`src/design/anpr_defines.vh`:
```
`ifndef ANPR_DEFINES_VH
`define ANPR_DEFINES_VH
// ************************************************************
// Register addresses (5-bit management register numbers)
// ************************************************************
`define ANPR_ADDR_PARTNER_ABILITY 5'h05
`define ANPR_ADDR_EXPANSION       5'h06
`define ANPR_ADDR_NP_TX           5'h07
`define ANPR_ADDR_NP_PARTNER      5'h08
// ************************************************************
// Field positions of a link control word
// ************************************************************
`define ANPR_BIT_MORE_PAGES       15
`define ANPR_BIT_RSVD             14
`define ANPR_BIT_PAGE_TYPE        13
`define ANPR_BIT_SECOND_ACK       12
`define ANPR_BIT_TOGGLE           11
`define ANPR_CODE_MSB             10
// Expansion register bits
`define ANPR_BIT_PAGE_RCVD        1
`define ANPR_BIT_NP_ABLE          2
`define ANPR_BIT_LP_NP_ABLE       3
// ************************************************************
// Reset values
// ************************************************************
`define ANPR_NP_TX_RESET          16'h2001
`define ANPR_NP_PARTNER_RESET     16'h0000
`define ANPR_PARTNER_RESET        16'h0000
`endif

```
`src/design/anpr_toggle.v`:
```
`timescale 1ns/1ps
`default_nettype none
`include "anpr_defines.vh"
// Toggle flag generator for outgoing next pages
module anpr_toggle (
	input  wire        clk,
	input  wire        rst,
	input  wire        base_sent,
	input  wire        base_bit11,
	input  wire        np_sent,
	output reg         toggle_q
);
	always @(posedge clk or posedge rst) begin
		if (rst) begin
			toggle_q <= 1'b0;
		end else if (base_sent) begin
			// First next page carries inverse of base bit 11
			toggle_q <= ~base_bit11;
		end else if (np_sent) begin
			toggle_q <= ~toggle_q;
		end
	end
endmodule
`default_nettype wire

```
`src/design/anpr_rx_capture.v`:
```
`timescale 1ns/1ps
`default_nettype none
`include "anpr_defines.vh"
// Stores received words and keeps the latched page-received flag
module anpr_rx_capture (
	input  wire        clk,
	input  wire        rst,
	input  wire        rx_valid,
	input  wire        rx_is_np,
	input  wire [15:0] rx_word,
	input  wire        exp_read,
	output reg  [15:0] partner_q,
	output reg  [15:0] np_partner_q,
	output reg         page_rcvd_q
);
	always @(posedge clk or posedge rst) begin
		if (rst) begin
			partner_q    <= `ANPR_PARTNER_RESET;
			np_partner_q <= `ANPR_NP_PARTNER_RESET;
			page_rcvd_q  <= 1'b0;
		end else begin
			if (rx_valid) begin
				partner_q <= rx_word;
				if (rx_is_np) begin
					np_partner_q <= rx_word;
				end
			end
			// Set wins over clear-on-read so no page is missed
			if (rx_valid) begin
				page_rcvd_q <= 1'b1;
			end else if (exp_read) begin
				page_rcvd_q <= 1'b0;
			end
		end
	end
endmodule
`default_nettype wire

```
`src/design/anpr_regs.v`:
```
`timescale 1ns/1ps
`default_nettype none
`include "anpr_defines.vh"
module anpr_regs (
	input  wire        clk,
	input  wire        rst,
	input  wire        mgmt_wr,
	input  wire        mgmt_rd,
	input  wire [4:0]  mgmt_addr,
	input  wire [15:0] mgmt_wdata,
	output reg  [15:0] mgmt_rdata,
	input  wire        base_sent,
	input  wire        base_bit11,
	input  wire        np_sent,
	input  wire        rx_valid,
	input  wire        rx_is_np,
	input  wire [15:0] rx_word,
	input  wire        lp_np_able,
	output reg  [15:0] np_tx_word,
	output reg         np_tx_enable
);
	// ************************************************************
	// Transmit register: writable fields
	// ************************************************************
	reg         more_pages_flag_q;
	reg         page_type_flag_q;
	reg         second_acknowledge_q;
	reg  [10:0] code_q;
	wire        toggle_q;
	wire [15:0] partner_q;
	wire [15:0] np_partner_q;
	wire        page_rcvd_q;
	wire        exp_read;
	wire [15:0] tx_view;
	wire [15:0] np_partner_view;
	wire [15:0] exp_view;
	reg  [15:0] rdata_d;

	// Reset word kept whole so each field takes its own slice of it
	localparam [15:0] TX_RST = `ANPR_NP_TX_RESET;

	function is_addr;
		input [4:0] a;
		input [4:0] b;
		begin
			is_addr = (a == b);
		end
	endfunction

	assign exp_read = mgmt_rd && is_addr(mgmt_addr, `ANPR_ADDR_EXPANSION);

	// Toggle and reserved bits ignore writes; software cannot corrupt
	// the alternation sequence with a stale value
	always @(posedge clk or posedge rst) begin
		if (rst) begin
			more_pages_flag_q    <= TX_RST[`ANPR_BIT_MORE_PAGES];
			page_type_flag_q     <= TX_RST[`ANPR_BIT_PAGE_TYPE];
			second_acknowledge_q <= TX_RST[`ANPR_BIT_SECOND_ACK];
			code_q               <= TX_RST[`ANPR_CODE_MSB:0];
		end else if (mgmt_wr && is_addr(mgmt_addr, `ANPR_ADDR_NP_TX)) begin
			more_pages_flag_q    <= mgmt_wdata[`ANPR_BIT_MORE_PAGES];
			page_type_flag_q     <= mgmt_wdata[`ANPR_BIT_PAGE_TYPE];
			second_acknowledge_q <= mgmt_wdata[`ANPR_BIT_SECOND_ACK];
			code_q               <= mgmt_wdata[`ANPR_CODE_MSB:0];
		end
	end

	anpr_toggle u_toggle (
		.clk        (clk),
		.rst        (rst),
		.base_sent  (base_sent),
		.base_bit11 (base_bit11),
		.np_sent    (np_sent),
		.toggle_q   (toggle_q)
	);

	anpr_rx_capture u_rx (
		.clk          (clk),
		.rst          (rst),
		.rx_valid     (rx_valid),
		.rx_is_np     (rx_is_np),
		.rx_word      (rx_word),
		.exp_read     (exp_read),
		.partner_q    (partner_q),
		.np_partner_q (np_partner_q),
		.page_rcvd_q  (page_rcvd_q)
	);

	// ************************************************************
	// Read views
	// ************************************************************
	assign tx_view = {more_pages_flag_q,
		1'b0,
		page_type_flag_q,
		second_acknowledge_q,
		toggle_q,
		code_q};

	assign np_partner_view = {np_partner_q[`ANPR_BIT_MORE_PAGES],
		1'b0,
		np_partner_q[`ANPR_BIT_PAGE_TYPE],
		np_partner_q[`ANPR_BIT_SECOND_ACK],
		np_partner_q[`ANPR_BIT_TOGGLE],
		np_partner_q[`ANPR_CODE_MSB:0]};

	assign exp_view = {12'h000, lp_np_able, 1'b1, page_rcvd_q, 1'b0};

	always @* begin
		case (mgmt_addr)
		`ANPR_ADDR_PARTNER_ABILITY: rdata_d = partner_q;
		`ANPR_ADDR_EXPANSION:       rdata_d = exp_view;
		`ANPR_ADDR_NP_TX:           rdata_d = tx_view;
		`ANPR_ADDR_NP_PARTNER:      rdata_d = np_partner_view;
		default:                    rdata_d = 16'h0000;
		endcase
	end

	// ************************************************************
	// Registered outputs
	// ************************************************************
	always @(posedge clk or posedge rst) begin
		if (rst) begin
			mgmt_rdata   <= 16'h0000;
			np_tx_word   <= `ANPR_NP_TX_RESET;
			np_tx_enable <= 1'b0;
		end else begin
			mgmt_rdata   <= rdata_d;
			np_tx_word   <= tx_view;
			// Local next pages only while partner is next-page able
			np_tx_enable <= lp_np_able;
		end
	end
endmodule
`default_nettype wire

```
`config.mk`:
```
export PLATFORM = sky130hd
export DESIGN_NAME = anpr_regs
export DESIGN_NICKNAME = d
export VERILOG_FILES = /design/src/design/anpr_toggle.v /design/src/design/anpr_rx_capture.v /design/src/design/anpr_regs.v
export VERILOG_INCLUDE_DIRS = /design/src /design/src/design
export SDC_FILE = /design/constraint.sdc
export NUM_CORES = 1
export LEC_CHECK = 0
export BUFFER_PORTS_ARGS = -buffer_cell sky130_fd_sc_hd__buf_2
export CORE_MARGIN = 5
export CORE_UTILIZATION = 52
export DETAILED_ROUTE_END_ITERATION = 8
export PLACE_DENSITY = 0.78
export SLEW_MARGIN = 20
export SYNTH_ARGS = -nofsm -noshare
export SYNTH_HDL_FRONTEND = slang
export SYNTH_HIERARCHICAL = 1
export SYNTH_SLANG_ARGS = --single-unit
```
`constraint.sdc`:
```
create_clock -name clk -period 2 [get_ports clk]
set_input_delay 0.5 -clock clk [delete_from_list [all_inputs] [get_ports clk]]
set_output_delay 0.5 -clock clk [all_outputs]
set_load 0.01 [all_outputs]
```
Word level (Yosys, flattened, before mapping)
Cells that the tools add are included. W data, S select, Z words.

Register bits: 80. Bits of input ports: 47. Output and inout port bits: 33. Word-level logic and storage cells: 27.

Eq/ne operators: 4. Multiplexer cells: 5. Bitwise logic cells: 2. Reduce and logical (&&, ||, !) cells: 5.

Operators with widths (count): $pmux W16 S4 (1); $eq A5 B3 Y1 const B (3); $eq A5 B4 Y1 const B (1); $mux W1 (4); $reduce_bool A2 Y1 (2); $logic_and A1 B1 Y1 (2); $not A1 Y1 (2); $reduce_and A2 Y1 (1).

Longest topological paths before layout
Gate-level depths: netlist of run 1.

Word-level depth: 4. Mapped depth: 6. Depth with buffers taken out: 5.

Modules after synthesis
The synthesis of run 1 kept the hierarchy.

Modules (own cells, without submodules): anpr_regs (instances 1, cells an instance 111, area an instance 1806.7 um2, sequential area each 1156.1 um2); anpr_rx_capture (instances 1, cells an instance 72, area an instance 1280.0 um2, sequential area each 825.8 um2); anpr_toggle (instances 1, cells an instance 4, area an instance 47.5 um2, sequential area each 25.0 um2).

Worst setup path after synthesis of run 1
OpenSTA, ideal clock, no wires.

Kind: input -> register. From: input port mgmt_addr[1]. To: register code_q[10]. Setup time: 125 ps. Arrival: 1406 ps. Required time: 1875 ps. Path slack: 469 ps. Stages: 5. Path buffers: 2. Cell sequence: buf_6 > nand4bb_4 > nor2_4 > buf_12 > mux2_4.

Cells in the longest elaborated chain, start to end: 2.

Ends and longest elaborated chain: start, declared (line anpr_regs.v:9) `input wire [4:0] mgmt_addr,`; $eq A5 B3 Y1 (line anpr_regs.v:46) `is_addr = (a == b);`; $logic_and A1 B1 Y1 (line anpr_regs.v:60) `` end else if (mgmt_wr && is_addr(mgmt_addr, `ANPR_ADDR_NP_TX)) begin ``; end signal, assigned (line anpr_regs.v:59) `` code_q <= TX_RST[`ANPR_CODE_MSB:0]; ``; end signal, assigned (line anpr_regs.v:64) `` code_q <= mgmt_wdata[`ANPR_CODE_MSB:0]; ``; end, declared (line anpr_regs.v:28) `reg [10:0] code_q;`.

No other way between the ends. A chain may end at the register's enable or synchronous reset.

Worst setup path in the final report of run 1
From: register np_tx_word[13]. To: output port np_tx_word[13].

RTL lines: start, declared (line anpr_regs.v:19) `output reg [15:0] np_tx_word,`; start signal, assigned (line anpr_regs.v:124) `` np_tx_word <= `ANPR_NP_TX_RESET; ``; start signal, assigned (line anpr_regs.v:128) `np_tx_word <= tx_view;`.

No word-level cell between the ends.

==> qor.yml, run 1 <==
status: "finished, final reports clean"
cts_buffers: 9
area_growth_pct: 23.8
hold_path.class: "primary input to flop"
grt_pass1_wl_um: 9780
overflow: 0
seq_power_share_pct: 50.6
syn_area_per_cell_um2: 16.7
total_power_uw: 3790
row_count: 28
portBuffers: 76
worst-r2r-cell-count: 3
p_int_uw: 2910
setup_tns_ps: 0
place_ws_ps: 350
vias_per_cell: 5.10
clock-root-buffer: "clkbuf_8"
crit_path_max_incr_delay_ps: 520
fmax_mhz: 679
grt_max_degree: 31
slew_viol_final: 0
nets: 320
cap_violations: 0
die_h_um: 87.1
finalCritPeriodShare_pct: 73.7
die_x_um: 87.1
p_sw_share_pct: 23.1
reg2reg_to: "mgmt_rdata[3]$_DFF_PP0_"
worstPathArrival_ps: 970
ctsHoldBuffers: 1
ant_nets: 0
gp_congestion: 0.763
clock_power_share_pct: 36.9
path_buf_inv: 1
postRouteWirelength_um: 5940
holdWs_ps: 278
initial_core_util_pct: 52.9
skew_ps: 5.88
coreArea_um2: 5850
crit_chain: "buf_2"
pwr-share-comb_pct: 12.4
ys_warn_count: 6
layout_common_cells: "buf_2 (76), dfrtp_1 (75), mux2_2 (26), mux2_4 (19), mux2i_1 (15)"
cp_slowest_cell: "dfstp_2"
rsz0062_at_grt: "no"
crit_family: "flip-flops"
drtIter0Drc: 48
first_global_vias: 1953
cts_tree: "done"
final_common_cell: "buf_2"
r2r_slack_ps: 1030
crit_required_ps: 1500
cts_sinks: 79
power_density_nw_per_um2: 990
dp_hpwl_um: 4340
netlist_area_um2: 3090
min_from: "lp_np_able"
cts_max_level: 3
synthesis.nets: 232
final-seq-area_um2: 1980
grt.total_usage_pct: 17.2
synthCells: 185
drtPass1Iterations: 3
wl_per_cell_um: 16.8
start_kind: "flop"
worstSkewPairLatency_ps: 340
antenna-diode-count: 0
leakage_uw: 0.00192
antenna_found_initial: 0
crit_fanout: 1
remaining_drc_errors: 0
fillers: 427
final_layout_size_suffix_gt1_share_pct: 55.8
cts_max_path_buffers: 2
finalHoldViolCount: 0
r2r-start: "code_q[3]$_DFFE_PP0P_"
clk_pin_slew_worst_paths_ps: 80
dieArea_um2: 7590
worst_setup_path_end_kind: "primary output"
setup_violations: 0
peakVddDrop_uv: 449
hold_depth: 1
multiInputGateArea_um2: 1010
pin_count: 80
post_cts_buffers: 0
period_needed_ps: 1470
cts_resized: 0
switching_power_uw: 877
hold_end: "np_tx_enable$_DFF_PP0_"
setup_slack_ps: 526
route.vias.total: 1800
path_class: "flop to primary output"
metal layers:
layer,track usage [%],vias to the layer above,part of all wire [%]
met3,3.97,13,5.3
met5,0,-,0
met1,21.1,912,41
li1,-,828,-
met2,28.5,47,51
met4,8.65,0,2.6
flip-flops by register name, indices dropped and copies added, names as in the netlist:
| signal | count |
|---|---|
| u_rx/np_partner_q | 15 |
| np_tx_word | 15 |
| np_tx_enable | 1 |
| mgmt_rdata | 16 |
| u_rx/page_rcvd_q | 1 |
| code_q | 11 |
| page_type_flag_q | 1 |
| second_acknowledge_q | 1 |
| more_pages_flag_q | 1 |
| u_rx/partner_q | 16 |
| u_toggle/toggle_q | 1 |
through the flow:
stage | area [um2] | instances | util [%]
5_1_grt | 3830 | 353 | 65.5
2_1_floorplan | 3090 | 185 | -
6_report | 3830 | 353 | 65.5
3_3_place_gp | 3580 | 336 | 61.1
4_1_cts | 3830 | 353 | 65.5
3_5_place_dp | 3580 | 336 | 61.1
area by class of cell:
type | count | area share [%]
multi-input cells | 92 | 26.3
repair buffers | 86 | 12.6
clock inverters | 7 | 3.14
well taps | 75 | 2.45
flip-flops and latches | 79 | 51.7
inverters | 5 | 0.490
clock buffers | 9 | 3.23
worst max path at each step:
stage / slack, ps / end / start / cells past startpoint
finish: 530 / np_tx_word[13] / np_tx_word[13]$_DFF_PP1_ / 1
global route: 480 / np_tx_word[13] / np_tx_word[13]$_DFF_PP1_ / 1
CTS: 510 / np_tx_word[13] / np_tx_word[13]$_DFF_PP1_ / 1
detailed placement: 350 / code_q[7]$_DFFE_PP0P_ / mgmt_addr[3] / 5
global placement: 370 / code_q[8]$_DFFE_PP0P_ / mgmt_addr[3] / 5
floorplan: 420 / code_q[10]$_DFFE_PP0P_ / rst / 1
power by group through the flow:
stage	combinational [uW]	sequential [uW]	clock [uW]
after global placement	462	1940	0
after CTS	481	1920	1430
after global routing	512	1950	1510
final	471	1920	1400
after floorplan	277	1960	0
after detailed placement	477	1950	0
Note: power is estimated with default switching activity, not from simulation.
==> run 2: changes to the inputs <==
Settings changed: CORE_UTILIZATION 52 to 47, PLACE_DENSITY 0.78 to 0.74.
Clock period 2 ns to 1.3 ns, I/O delays scaled along.
==> qor.yml, run 2 (synthesis results as in run 1) <==
layout_common_cells: "dfrtp_1 (75), buf_2 (74), mux2_2 (26), mux2_4 (19), mux2i_1 (15)"
path_class: "flop to primary output"
crit_chain: "buf_6"
drtPass1Iterations: 4
cts_tree: "done"
antenna_found_initial: 0
leakage_uw: 0.00197
final-seq-area_um2: 1980
die_x_um: 91.1
reg_top3: "mgmt_rdata: 16 flops, u_rx/partner_q: 16 flops"
p_int_uw: 4380
pin_count: 80
skew_ps: 6.96
worstPathArrival_ps: 970
peakVddDrop_uv: 789
setup_violations: 0
place_ws_ps: -173
final_layout_size_suffix_gt1_share_pct: 57.3
multiInputGateArea_um2: 1010
worstSkewPairLatency_ps: 340
dp_hpwl_um: 4470
grt.total_usage_pct: 15.4
vias_per_cell: 4.99
switching_power_uw: 1360
clk_pin_slew_worst_paths_ps: 80
period_needed_ps: 1290
setup_slack_ps: 9.05
coreArea_um2: 6390
remaining_drc_errors: 0
crit_path_max_incr_delay_ps: 530
seq_power_share_pct: 51.5
holdWs_ps: 113
p_sw_share_pct: 23.7
path_buf_inv: 1
dieArea_um2: 8310
final_common_cell: "dfrtp_1"
cap_violations: 0
die_h_um: 91.1
post_cts_buffers: 0
slew_viol_final: 0
finalCritPeriodShare_pct: 99.3
fin_util_pct: 61.8
finalHoldViolCount: 0
rsz0062_at_grt: "yes"
fmax_mhz: 775
status: "finished, final reports clean"
worst_setup_path_end_kind: "primary output"
portBuffers: 76
power_density_nw_per_um2: 1450
drtIter0Drc: 55
clock_power_share_pct: 35.2
postRouteWirelength_um: 6040
ant_nets: 0
crit_required_ps: 980
setup_tns_ps: 0
wl_per_cell_um: 16.5
grt_pass1_wl_um: 9890
row_count: 29
antenna-diode-count: 0
pwr-share-comb_pct: 13.3
fillers: 505
total_power_uw: 5740
first_global_vias: 1963
start_kind: "flop"
cts_buffers: 9
overflow: 0
initial_core_util_pct: 48.5
crit_family: "flip-flops"
cts_max_path_buffers: 2
area_growth_pct: 27.6
grt_max_degree: 33
cts_sinks: 79
route.vias.total: 1820
gp_congestion: 0.774
cp_slowest_cell: "dfstp_2"
crit_fanout: 1
nets: 330
hold_path.class: "primary input to flop"
cts_max_level: 3
clock-root-buffer: "clkbuf_8"
[run 2: cell types whose count changed in the layout (fill, tap and decap cells not counted), moves of 2 or more]
cell | previous run | this run
buf_4 | 7 | 14
clkinv_4 | 1 | 3
buf_12 | 2 | 5
buf_2 | 76 | 74
buf_6 | 0 | 2
[run 2: routing by layer]
layer  track usage, %  up-vias  wire length (um)
li1                 -      853                 -
met1             18.7      901              2410
met2             24.9       56              3090
met3             3.97       10               402
met4             8.44        0               132
met5                0        -                 0
[run 2: power groups by stage]
stage,Clock (uW),Combinational (uW),Sequential [uW]
2_1_floorplan,0,430,3010
3_3_place_gp,0,737,2990
3_5_place_dp,0,760,3000
4_1_cts,2070,782,2960
5_1_grt,2170,836,3000
6_report,2020,765,2950
[run 2: path summary, 6_finish.rpt]
kind | startpoint | to | slack, ps | cells after the start
setup / recovery | np_tx_word[0]$_DFF_PP1_ | np_tx_word[0] | 9 | 1
max in group asynchronous | rst | u_rx/partner_q[7]$_DFFE_PP0P_ | 330 | 4
hold / removal | lp_np_able | np_tx_enable$_DFF_PP0_ | 110 | 1
setup reg to reg | code_q[1]$_DFFE_PP0P_ | mgmt_rdata[1]$_DFF_PP0_ | 300 | 3
hold reg to reg | page_type_flag_q$_DFFE_PP1P_ | np_tx_word[13]$_DFF_PP1_ | 380 | 0
min in group asynchronous | rst | u_toggle/toggle_q$_DFFE_PP0P_ | 400 | 3
[run 2: timing repair]
action,4_1_cts,5_1_grt
endpoints found under the hold margin,1,0
hold buffers,1,0
resized for setup,2,0
endpoints found under the setup margin,2,2
[run 2: cell type report]
type                            instances  area share [%]
Sequential cell                        79            50.2
Multi-Input combinational cell         92            25.5
Timing Repair Buffer                   96            15.4
Clock buffer                           10            3.49
Tap cell                               77            2.44
Clock inverter                          6            2.38
Inverter                                5           0.570
[run 2: worst reg2reg max path, stage by stage (launching register included)]
cell and delay (ps):
dfrtp_1 410, mux2i_1 140, nor2_1 60, a221o_1 280
[run 2: per-stage QoR]
step / cells / area [um2]
2_1_floorplan: 185 / 3110
3_3_place_gp: 348 / 3690
3_5_place_dp: 348 / 3690
4_1_cts: 365 / 3950
5_1_grt: 365 / 3950
6_report: 365 / 3950
